--- config.mk ---
export PLATFORM = sky130hd
export DESIGN_NAME = rtcpit_top
export DESIGN_NICKNAME = d
export VERILOG_FILES = /design/src/logic/rtcpit_sync.v /design/src/logic/rtcpit_top.v
export VERILOG_INCLUDE_DIRS = /design/src /design/src/logic
export SDC_FILE = /design/constraint.sdc
export NUM_CORES = 1
export LEC_CHECK = 0
export ABC_CLOCK_PERIOD_IN_PS = 8000
export BUFFER_PORTS_ARGS = -buffer_cell sky130_fd_sc_hd__buf_2
export CAP_MARGIN = 20
export CORE_UTILIZATION = 55
export DETAILED_ROUTE_END_ITERATION = 8
export PLACE_DENSITY = 0.85
export SETUP_SLACK_MARGIN = 0.1
export SLEW_MARGIN = 0
export SYNTH_ARGS = -nofsm -noshare
export SYNTH_HDL_FRONTEND = slang
export SYNTH_HIERARCHICAL = 1
export SYNTH_SLANG_ARGS = --single-unit
--- constraint.sdc ---
create_clock -name aclk -period 8 [get_ports aclk]
set_input_delay 1.2 -clock aclk [delete_from_list [all_inputs] [get_ports aclk]]
set_output_delay 1.2 -clock aclk [all_outputs]
set_load 0.05 [all_outputs]
--- src/logic/rtcpit_regs.vh ---
// Overview of operation
// - Interval field bits 6:3; 0 off, 1..E give 4 doubling to 32768, F reserved.
// - Periodic timer runs only while control bit 0 enable is one.
// - Status bit 0 reads one while a control write is still crossing over.
// - Enable register bit 0 decides whether the periodic interrupt is passed on.
// - Flag sets each time the selected interval of clock cycles elapses.
// - Writing one to the flag clears it; writing zero leaves it alone.
// - While halted for debug, timer stops and ignores events unless run bit set.
`ifndef RTCPIT_REGS_VH
`define RTCPIT_REGS_VH

// Register indices; the byte address is four times the index.
`define RTCPIT_IDX_CTRL 6'h10
`define RTCPIT_IDX_STATUS 6'h11
`define RTCPIT_IDX_IRQ_EN 6'h12
`define RTCPIT_IDX_IRQ_FLAG 6'h13
`define RTCPIT_IDX_DEBUG 6'h15

// Field positions.
`define RTCPIT_CTRL_ENABLE_BIT 0
`define RTCPIT_CTRL_PERIOD_LSB 3
`define RTCPIT_CTRL_PERIOD_MSB 6
`define RTCPIT_STATUS_BUSY_BIT 0
`define RTCPIT_IRQ_BIT 0
`define RTCPIT_DEBUG_RUN_BIT 0

// Reset values.
`define RTCPIT_CTRL_RESET 8'h00
`define RTCPIT_IRQ_EN_RESET 8'h00
`define RTCPIT_IRQ_FLAG_RESET 8'h00
`define RTCPIT_DEBUG_RESET 8'h00

// Interval codes.
`define RTCPIT_PERIOD_OFF 4'h0
`define RTCPIT_PERIOD_RESERVED 4'hF
`define RTCPIT_PERIOD_BASE 16'h0004

// RTC clock edges a control write needs to take effect.
`define RTCPIT_SYNC_TICKS 2'h2

// Bus responses.
`define RTCPIT_RESP_OKAY 2'h0
`define RTCPIT_RESP_SLVERR 2'h2

`endif

--- src/logic/rtcpit_sync.v ---
`timescale 1ns/1ns
`default_nettype none

// Two flip-flop synchroniser for asynchronous levels.
module rtcpit_sync #(
    parameter WIDTH = 2
) (
    // Clock and reset
    input wire aclk,
    input wire aresetn,
    // Levels
    input wire [WIDTH-1:0] async_in,
    output wire [WIDTH-1:0] sync_out
);

    reg [WIDTH-1:0] stage1;
    reg [WIDTH-1:0] stage2;

    always @(posedge aclk) begin
        if (!aresetn) begin
            stage1 <= {WIDTH{1'b0}};
            stage2 <= {WIDTH{1'b0}};
        end else begin
            stage1 <= async_in;
            stage2 <= stage1;
        end
    end

    assign sync_out = stage2;

endmodule

`default_nettype wire

--- src/logic/rtcpit_top.v ---
`timescale 1ns/1ns
`default_nettype none
`include "rtcpit_regs.vh"

module rtcpit_top #(
    parameter ADDR_W = 8
) (
    // Clock and reset
    input wire aclk,
    input wire aresetn,
    // Write address channel
    input wire [ADDR_W-1:0] s_axi_awaddr,
    input wire [2:0] s_axi_awprot,
    input wire s_axi_awvalid,
    output reg s_axi_awready,
    // Write data channel
    input wire [31:0] s_axi_wdata,
    input wire [3:0] s_axi_wstrb,
    input wire s_axi_wvalid,
    output reg s_axi_wready,
    // Write response channel
    output reg [1:0] s_axi_bresp,
    output reg s_axi_bvalid,
    input wire s_axi_bready,
    // Read address channel
    input wire [ADDR_W-1:0] s_axi_araddr,
    input wire [2:0] s_axi_arprot,
    input wire s_axi_arvalid,
    output reg s_axi_arready,
    // Read data channel
    output reg [31:0] s_axi_rdata,
    output reg [1:0] s_axi_rresp,
    output reg s_axi_rvalid,
    input wire s_axi_rready,
    // RTC clock and debug halt, both asynchronous
    input wire rtc_clk_in,
    input wire cpu_debug_halted,
    // Interrupt and event outputs
    output reg tick_irq,
    output reg tick_event
);

    // Select codes of the register decoder.
    localparam SEL_NONE = 5'b00000;
    localparam SEL_CTRL = 5'b00001;
    localparam SEL_STATUS = 5'b00010;
    localparam SEL_IRQ_EN = 5'b00100;
    localparam SEL_IRQ_FLAG = 5'b01000;
    localparam SEL_DEBUG = 5'b10000;

    // States of the control crossing.
    localparam XFER_IDLE = 2'b01;
    localparam XFER_BUSY = 2'b10;

    // One-bit registers reset to bit 0 of their register's reset byte.
    localparam [7:0] IRQ_EN_RESET = `RTCPIT_IRQ_EN_RESET;
    localparam [7:0] IRQ_FLAG_RESET = `RTCPIT_IRQ_FLAG_RESET;
    localparam [7:0] DEBUG_RESET = `RTCPIT_DEBUG_RESET;

    function [4:0] reg_select;
        input [5:0] index;
        begin
            case (index)
                `RTCPIT_IDX_CTRL: reg_select = SEL_CTRL;
                `RTCPIT_IDX_STATUS: reg_select = SEL_STATUS;
                `RTCPIT_IDX_IRQ_EN: reg_select = SEL_IRQ_EN;
                `RTCPIT_IDX_IRQ_FLAG: reg_select = SEL_IRQ_FLAG;
                `RTCPIT_IDX_DEBUG: reg_select = SEL_DEBUG;
                default: reg_select = SEL_NONE;
            endcase
        end
    endfunction

    // Last count value of an interval; the interval is four doubled code-1 times.
    function [14:0] period_last;
        input [3:0] code;
        reg [15:0] cycles;
        begin
            cycles = `RTCPIT_PERIOD_BASE << (code - 4'h1);
            period_last = cycles[14:0] - 15'h0001;
        end
    endfunction

    // Software visible state.
    reg [7:0] ctrl_sys;
    reg irq_enable;
    reg irq_flag;
    reg run_when_halted;

    // Control copy that the timer uses.
    reg tick_timer_enable;
    reg [3:0] period_code;

    // Crossing state.
    reg [1:0] xfer_state;
    reg [1:0] xfer_ticks;
    wire control_sync_busy;

    // Write channel holding registers.
    reg aw_held;
    reg w_held;
    reg [5:0] aw_index;
    reg [7:0] w_byte;
    reg w_lane0;

    // Synchronised inputs and edge detection.
    wire [1:0] pins_sync;
    wire rtc_level;
    wire halted_level;
    reg rtc_level_prev;
    wire rtc_tick;

    // Timer.
    reg [14:0] tick_count;
    wire timer_active;
    wire interval_done;

    // Write strobes.
    wire write_fire;
    wire [4:0] write_sel;
    wire ctrl_write;
    wire flag_clear;

    rtcpit_sync #(
        .WIDTH(2)
    ) i_rtcpit_sync (
        .aclk(aclk),
        .aresetn(aresetn),
        .async_in({cpu_debug_halted, rtc_clk_in}),
        .sync_out(pins_sync)
    );

    assign rtc_level = pins_sync[0];
    assign halted_level = pins_sync[1];

    always @(posedge aclk) begin
        if (!aresetn) begin
            rtc_level_prev <= 1'b0;
        end else begin
            rtc_level_prev <= rtc_level;
        end
    end

    // A rising RTC edge seen in the bus clock marks one RTC clock cycle.
    assign rtc_tick = rtc_level & ~rtc_level_prev;

    // Write channel.

    assign write_fire = aw_held & w_held & ~s_axi_bvalid;
    assign write_sel = reg_select(aw_index);
    assign ctrl_write = write_fire & w_lane0 & (write_sel == SEL_CTRL);
    assign flag_clear = write_fire & w_lane0 & (write_sel == SEL_IRQ_FLAG)
        & w_byte[`RTCPIT_IRQ_BIT];

    always @(posedge aclk) begin
        if (!aresetn) begin
            aw_held <= 1'b0;
            w_held <= 1'b0;
            aw_index <= 6'h00;
            w_byte <= 8'h00;
            w_lane0 <= 1'b0;
            s_axi_awready <= 1'b0;
            s_axi_wready <= 1'b0;
            s_axi_bvalid <= 1'b0;
            s_axi_bresp <= `RTCPIT_RESP_OKAY;
        end else begin
            s_axi_awready <= ~aw_held & ~(s_axi_awvalid & s_axi_awready);
            s_axi_wready <= ~w_held & ~(s_axi_wvalid & s_axi_wready);
            if (s_axi_awvalid && s_axi_awready) begin
                aw_held <= 1'b1;
                aw_index <= s_axi_awaddr[7:2];
            end
            if (s_axi_wvalid && s_axi_wready) begin
                w_held <= 1'b1;
                w_byte <= s_axi_wdata[7:0];
                w_lane0 <= s_axi_wstrb[0];
            end
            if (write_fire) begin
                s_axi_bvalid <= 1'b1;
                if (write_sel == SEL_NONE) begin
                    s_axi_bresp <= `RTCPIT_RESP_SLVERR;
                end else begin
                    s_axi_bresp <= `RTCPIT_RESP_OKAY;
                end
            end
            if (s_axi_bvalid && s_axi_bready) begin
                s_axi_bvalid <= 1'b0;
                aw_held <= 1'b0;
                w_held <= 1'b0;
                s_axi_awready <= 1'b1;
                s_axi_wready <= 1'b1;
            end
        end
    end

    // Writable registers.
    always @(posedge aclk) begin
        if (!aresetn) begin
            ctrl_sys <= `RTCPIT_CTRL_RESET;
            irq_enable <= IRQ_EN_RESET[0];
            run_when_halted <= DEBUG_RESET[0];
        end else if (write_fire && w_lane0) begin
            if (write_sel == SEL_CTRL) begin
                ctrl_sys <= w_byte & 8'h79;
            end
            if (write_sel == SEL_IRQ_EN) begin
                irq_enable <= w_byte[`RTCPIT_IRQ_BIT];
            end
            if (write_sel == SEL_DEBUG) begin
                run_when_halted <= w_byte[`RTCPIT_DEBUG_RUN_BIT];
            end
        end
    end

    // Control crossing.

    // A control write takes effect after two RTC clock cycles; a new write restarts it.
    always @(posedge aclk) begin
        if (!aresetn) begin
            xfer_state <= XFER_IDLE;
            xfer_ticks <= 2'h0;
            tick_timer_enable <= 1'b0;
            period_code <= `RTCPIT_PERIOD_OFF;
        end else begin
            case (xfer_state)
                XFER_IDLE: begin
                    if (ctrl_write) begin
                        xfer_state <= XFER_BUSY;
                        xfer_ticks <= 2'h0;
                    end
                end
                XFER_BUSY: begin
                    if (ctrl_write) begin
                        xfer_ticks <= 2'h0;
                    end else if (rtc_tick) begin
                        if (xfer_ticks == `RTCPIT_SYNC_TICKS - 2'h1) begin
                            xfer_state <= XFER_IDLE;
                            tick_timer_enable <= ctrl_sys[`RTCPIT_CTRL_ENABLE_BIT];
                            period_code <=
                                ctrl_sys[`RTCPIT_CTRL_PERIOD_MSB:`RTCPIT_CTRL_PERIOD_LSB];
                        end else begin
                            xfer_ticks <= xfer_ticks + 2'h1;
                        end
                    end
                end
                default: begin
                    xfer_state <= XFER_IDLE;
                end
            endcase
        end
    end

    assign control_sync_busy = (xfer_state == XFER_BUSY);

    // Periodic timer.

    assign timer_active = tick_timer_enable
        & (period_code != `RTCPIT_PERIOD_OFF)
        & (period_code != `RTCPIT_PERIOD_RESERVED)
        & ~(halted_level & ~run_when_halted);

    assign interval_done = timer_active & rtc_tick
        & (tick_count == period_last(period_code));

    always @(posedge aclk) begin
        if (!aresetn) begin
            tick_count <= 15'h0000;
        end else if (!tick_timer_enable) begin
            tick_count <= 15'h0000;
        end else if (timer_active && rtc_tick) begin
            if (interval_done) begin
                tick_count <= 15'h0000;
            end else begin
                tick_count <= tick_count + 15'h0001;
            end
        end
    end

    // A tick in the same cycle as the clear keeps the flag set.
    always @(posedge aclk) begin
        if (!aresetn) begin
            irq_flag <= IRQ_FLAG_RESET[0];
        end else if (interval_done) begin
            irq_flag <= 1'b1;
        end else if (flag_clear) begin
            irq_flag <= 1'b0;
        end
    end

    always @(posedge aclk) begin
        if (!aresetn) begin
            tick_irq <= 1'b0;
            tick_event <= 1'b0;
        end else begin
            tick_irq <= irq_flag & irq_enable;
            tick_event <= interval_done;
        end
    end

    // Read channel.

    always @(posedge aclk) begin
        if (!aresetn) begin
            s_axi_arready <= 1'b0;
            s_axi_rvalid <= 1'b0;
            s_axi_rdata <= 32'h00000000;
            s_axi_rresp <= `RTCPIT_RESP_OKAY;
        end else begin
            s_axi_arready <= ~s_axi_rvalid & ~(s_axi_arvalid & s_axi_arready);
            if (s_axi_arvalid && s_axi_arready) begin
                s_axi_rvalid <= 1'b1;
                s_axi_rresp <= `RTCPIT_RESP_OKAY;
                case (reg_select(s_axi_araddr[7:2]))
                    SEL_CTRL: s_axi_rdata <= {24'h000000, ctrl_sys};
                    SEL_STATUS: s_axi_rdata <= {31'h00000000, control_sync_busy};
                    SEL_IRQ_EN: s_axi_rdata <= {31'h00000000, irq_enable};
                    SEL_IRQ_FLAG: s_axi_rdata <= {31'h00000000, irq_flag};
                    SEL_DEBUG: s_axi_rdata <= {31'h00000000, run_when_halted};
                    default: begin
                        s_axi_rdata <= 32'h00000000;
                        s_axi_rresp <= `RTCPIT_RESP_SLVERR;
                    end
                endcase
            end else if (s_axi_rvalid && s_axi_rready) begin
                s_axi_rvalid <= 1'b0;
                s_axi_arready <= 1'b1;
            end
        end
    end

endmodule

`default_nettype wire

---- Word-level counts from Yosys, hierarchy flattened ----
Cells that the tools add are included.
cells by class
  bitwise logic cells ..................... 32
  shifts and indexed selects .............. 1
  eq/ne operators ......................... 30
  reductions and logical operators ........ 21
  $mul .................................... 0
  $lt $le $gt $ge ......................... 0
  divide/modulo/power cells ............... 0
  mux-type cells .......................... 26
  add/subtract/negate cells ............... 4
operators by type and width
  cell                                                  number
  equality test 6 x 5 -> 1 bit (second input constant)  10
  case mux 5 bit (5 select lines)                       2
  case mux 7 bit (5 select lines)                       1
  AND 1 bit                                             20
  two-way mux 2 bit                                     10
  adder 15 x 1 -> 15 bit (second input constant)        1
  equality test 15 bit                                  1
  two-way mux 15 bit                                    1
  << shifter 3 x 4 -> 15 bit (first input constant)     1
  subtractor 15 x 1 -> 15 bit (second input constant)   1
  inverter 1 bit                                        12
  AND reduction 4 bit                                   3
  equality test 5 x 1 -> 1 bit (second input constant)  2
  equality test 5 x 3 -> 1 bit (second input constant)  2
  equality test 5 x 4 -> 1 bit (second input constant)  2
  equality test 5 bit (second input constant)           2
  two-way mux 5 bit                                     2
  two-way mux 1 bit                                     8
  case mux 2 bit (2 select lines)                       2
  AND reduction 2 bit                                   4
  logical AND 1 bit                                     7
  nonzero test 2 bit                                    3
  equality test 5 x 2 -> 1 bit (second input constant)  1
  zero test 5 bit                                       1
  12 further kinds                                      15
word-level totals
  memories ................................ 0
  bits in writable memories ............... 0
  bits in registers ....................... 96
  ROM bits ................................ 0
  input port bits ......................... 67
  output and inout bits ................... 43
  bits in latches ......................... 0
  word-level logic and storage cells ...... 141

---- Logic depth before layout (Yosys ltp) ----
  depth in word-level cells ............... 7
  mapped depth ............................ 12
  mapped depth without buffers ............ 9

---- Cells and area by module ----
The synthesis kept the hierarchy.
modules (own cells, without submodules)
  module       cells each  sequential area each (um^2)  times used  area an instance (um^2)
  rtcpit_top   412         1,221.2                      1           3,443.3
  rtcpit_sync  8           80.1                         1           105.1

---- Worst setup path before layout ----
No wires, ideal clock.
  kind .................................... register -> register
  start point ............................. register period_code[1]
  end point ............................... register tick_count[11]
  slack ................................... 4.992 ns
  clock period less this slack ............ 3.008 ns
  cell stages (with the launch flop) ...... 12
  library setup time ...................... 0.141 ns
  buffers on the path ..................... 3
  arrival time ............................ 2.867 ns
  required time ........................... 7.859 ns
  cells stage by stage .................... dfxtp_1 > clkbuf_1 > or4b_2 > ha_1 > buf_2 > xor2_1 > xnor2_1 > nand4_1 > nand4b_2 > nor4_4 > buf_6 > nor3_2
between the ends
  word-level cells in the longest chain between the ends .. 7
  elaborated cells between the ends (all ways) .. 13
  those cells by class .................... add/sub: 2; eq/ne: 2; shift: 1; mux: 1; bitwise: 5; reduce/logical: 2
RTL lines
  what                                                                 RTL line          source
  start, declared                                                      rtcpit_top.v:92   reg [3:0] period_code;
  start signal, assigned                                               rtcpit_top.v:223  period_code <= `RTCPIT_PERIOD_OFF;
  start signal, assigned                                               rtcpit_top.v:239  period_code <=
  branches (longest 7 deep; another with subtractor 15 x 1 -> 15 bit)  --
  end signal, assigned                                                 rtcpit_top.v:274  tick_count <= tick_count + 15'h0001;
  end, declared                                                        rtcpit_top.v:114  reg [14:0] tick_count;
Several ways; the timed one is not identified.
A chain may end at the register's enable or synchronous reset.

---- Worst setup path in the final report ----
  start point ............................. register period_code[1]
  end point ............................... register tick_count[10]
The elaborated chain is that of the path after synthesis.

==> qor_table.md <==
| Step | Metric | Reported |
| --- | --- | --- |
| timing | Worst clock skew | 0.005592 ns |
| synthesis | Prevailing post-synth register cell | sky130_fd_sc_hd__dfxtp_1 |
| cts | Worst skew pair latency | 0.35 ns |
| global routing | Via count of the first global-routing pass | 2759 |
| final layout | Antenna fix cells | 0 |
| critical path | Data arrival at the endpoint of the critical path | 4.12 ns |
| final layout | Most frequent standard cell in the layout excluding fill and tap cells | sky130_fd_sc_hd__dfxtp_1 |
| cts | H-tree lvl count | 3 |
| critical path | Critical path fanouts, max | 22 |
| floorplanning | Die span in x | 82.32 µm |
| cts | Maximum clock insertion buffer count | 2 |
| floorplanning | Die Y | 82.32 µm |
| worst hold path | Classification of the worst-slack hold path | flop to flop |
| route | Via/cell ratio | 5.709 |
| cts | TritonCTS clock tree | done |
| floorplanning | Floorplan die area | 6777 µm² |
| flow run | Max-cap viol count | 0 |
| synthesis | Mapped Area | 3548 µm² |
| critical path | Required time of the critical path | 8.19 ns |
| route | Final routed DRC violation total | 0 |
| power and ir drop | Power density over the cells | 170.3 nW/µm² |
| route | DRT Wirelength | 7298 µm |
| floorplanning | Initial standard-cell utilization of the core | 58.55% |
| cts | Buffer count from post-CTS setup fixing | 0 |
| global routing | First-pass GRT wire length | 12280 µm |
| route | First DRT Iteration DRCs | 252 |
| power and ir drop | Tot Pwr | 640.9 µW |
| floorplanning | Area inside the core boundary | 6061 µm² |
| route | Vias | 2997 |
| timing | Endpoints failing setup | 0 |
| floorplanning | Top-level port count | 110 |
| place | Final Wtd Congestion | 0.8530 |
| outcome | Outcome | completed |
| cts | Num Clock Sinks | 65 |
| synthesis | Number of cells produced by synthesis | 420 |
| power and ir drop | Static leakage power | 0.001458 µW |
| synthesis | Number of different library cells in the post-synthesis netlist | 65 |
| synthesis | Proportion of register bits with asynchronous set or reset after synthesis | 0% |
| synthesis | Seq cells post-synth | 65 |
| timing | Slew margin rel. | 32.32% |
| global routing | Pin count of the biggest net entering global routing | 35 |
| synthesis | Sequential area share after synthesis | 36.67% |
| cts | Cts bufs inserted | 9 |
| place | Sum of net half-perimeters after detailed placement | 5160 µm |
| synthesis | Number of warnings issued by yosys | 6 |
| cts | Clock root buffer master | sky130_fd_sc_hd__clkbuf_8 |
| route | Routed length per placed instance | 13.90 µm |
| final layout | Net total in the final layout | 516 |
| route | Final antenna-violating net count | 0 |
| synthesis | Number of flops mapped to enable cells by yosys | 0 |
| cts | CTS Hold Bufs | 0 |
| timing | Transition time of the tightest slew-check pin | 1.008 ns |
| final layout | Layout cell share with drive strength beyond 1 | 17.33% |
| timing | Maximum clock rate | 254.3 MHz |
| cts | Clk pin slew, worst setup/hold paths | 0.07 ns |
| global routing | Global routing usage summed across all routing layers | 23.92% |
| critical path | Worst setup path class | flop to flop |
| place | Number of port buffers | 40 |
| power and ir drop | IR Drop Worst-Case VDD | 0.1437 mV |
| timing | Number of max-slew violations in the final report | 0 |
| critical path | Critical path startpoint category | flop |
| synthesis | Post-synthesis area per instance | 8.449 µm² |
| cts | Number of gates resized after cts | 0 |
| critical path | Cells on worst reg2reg path | 8 |
| timing | RSZ-0062 raised after global routing | no |
| timing | Period minus WS final | 3.933 ns |
| final layout | Growth of design area from synthesis to finish | 6.065% |
| final layout | Most frequent cells in the layout | sky130_fd_sc_hd__dfxtp_1, sky130_fd_sc_hd__buf_2, sky130_fd_sc_hd__nand2_1, sky130_fd_sc_hd__nand3_1, sky130_fd_sc_hd__conb_1 |
| floorplanning | Rows | 28 |
| timing | Total negative slack for setup checks | 0 ns |
| critical path | Crit end category | flop |
| global routing | Initial antenna violation count | 0 |
| worst hold path | Hold depth | 1 |
| timing | Final count of hold timing violations | 0 |
| global routing | GRT overflow | 0 |
| timing | Post-route clock period utilization | 49.16% |
| route | DRT Pass-1 Iters | 5 |
-- metal layers --
| metal | track usage, % | vias up | routed length [µm] |
|---|---|---|---|
| li1 | - | 1471 | - |
| met1 | 31.39 | 1391 | 3272 |
| met2 | 37.52 | 117 | 3454 |
| met3 | 5.055 | 18 | 414 |
| met4 | 10.88 | 0 | 157 |
| met5 | 0 | - | 0 |
-- synth_stat cells (4+ instances only) --
master,n,area (µm²)
sky130_fd_sc_hd__dfxtp_1,65,1301
sky130_fd_sc_hd__nand2_1,36,135.1
sky130_fd_sc_hd__nand3_1,30,150.1
sky130_fd_sc_hd__buf_4,29,217.7
sky130_fd_sc_hd__nor2_1,28,105.1
sky130_fd_sc_hd__a21oi_1,23,115.1
sky130_fd_sc_hd__xnor2_1,18,157.7
sky130_fd_sc_hd__o21ai_0,16,80.08
sky130_fd_sc_hd__inv_1,13,48.80
sky130_fd_sc_hd__clkbuf_1,12,45.04
sky130_fd_sc_hd__nor3_1,11,55.05
sky130_fd_sc_hd__nor3_2,10,100.1
sky130_fd_sc_hd__nand2b_1,9,56.30
sky130_fd_sc_hd__and2_1,8,50.05
sky130_fd_sc_hd__buf_2,7,35.03
sky130_fd_sc_hd__mux2i_1,7,70.07
sky130_fd_sc_hd__nand4_1,6,37.54
sky130_fd_sc_hd__nor2b_1,5,31.28
sky130_fd_sc_hd__nor4_1,5,31.28
sky130_fd_sc_hd__or3_1,5,31.28
sky130_fd_sc_hd__a21o_1,4,30.03
sky130_fd_sc_hd__a22oi_1,4,30.03
sky130_fd_sc_hd__and3_1,4,25.02
sky130_fd_sc_hd__buf_6,4,45.04
sky130_fd_sc_hd__o211ai_1,4,30.03
-- power breakdown --
group	switching, µW	internal [µW]
clock network	121	118
registers	5.80	331
logic	53.3	12.4
-- worst max-delay path, stage by stage, from the launching register on --
cell and delay (ns):
sky130_fd_sc_hd__dfxtp_1 0.80, sky130_fd_sc_hd__or4b_2 0.65, sky130_fd_sc_hd__ha_1 0.38, sky130_fd_sc_hd__nand2b_1 0.23, sky130_fd_sc_hd__or3_1 0.40, sky130_fd_sc_hd__nand3_1 0.13
sky130_fd_sc_hd__o211ai_2 0.15, sky130_fd_sc_hd__nor4_4 0.92, sky130_fd_sc_hd__nor3_1 0.11
-- through the flow --
stage | utilization, % | instance area [µm²] | std cells | hold WS [ns] | worst slack, ns
after floorplan | - | 3654 | 448 | 0.4118 | 4.992
after global placement | 59.41 | 3601 | 510 | 0.4271 | 4.192
after detailed placement | 59.41 | 3601 | 510 | 0.4397 | 4.119
after CTS | 62.10 | 3764 | 525 | 0.4550 | 4.105
after global routing | 62.10 | 3764 | 525 | 0.4668 | 3.833
final | 62.10 | 3764 | 525 | 0.4521 | 4.067
-- final cells by class --
type	instances	area [µm²]
Fill cell	523	2297
Clock buffer	12	145.1
Timing Repair Buffer	40	200.2
Sequential cell	65	1301
Multi-Input combinational cell	316	1953
Clock inverter	3	17.52
Inverter	14	52.55
Tap cell	75	93.84
-- flip-flops by register name, indices dropped and copies added, names as in the netlist, 2 cells and up --
register                cells
aw_index                    6
period_code                 4
xfer_state                  2
xfer_ticks                  2
i_rtcpit_sync/stage1        2
w_byte                      5
i_rtcpit_sync/sync_out      2
ctrl_sys                    5
tick_count                 15
s_axi_rdata                 5
-- logic make-up (layout without fill, tap and decap cells) --
| group | Yosys count | in the layout | share of synthesized area (%) |
|---|---|---|---|
| fa+ha+maj | 3 | 3 | 1.058 |
| mux | 8 | 8 | 2.609 |
| simple gates | 186 | 186 | 30.64 |
| xor+xnor | 20 | 20 | 4.937 |
| flops | 65 | 65 | 36.67 |
| compound gates | 70 | 70 | 12.73 |
| buf+inv | 67 | 69 | 11.25 |
| other cells | 1 | 29 | 0.1057 |
-- worst paths after layout --
path                                              start                        end  slack, ns
worst max-delay path                     period_code[1]             tick_count[10]       4.07
worst min-delay path            i_rtcpit_sync/stage1[1]  i_rtcpit_sync/sync_out[1]       0.45
worst max register to register           period_code[1]             tick_count[10]       4.07
worst min register to register  i_rtcpit_sync/stage1[1]  i_rtcpit_sync/sync_out[1]       0.45
(Power assumes the default switching activity.)
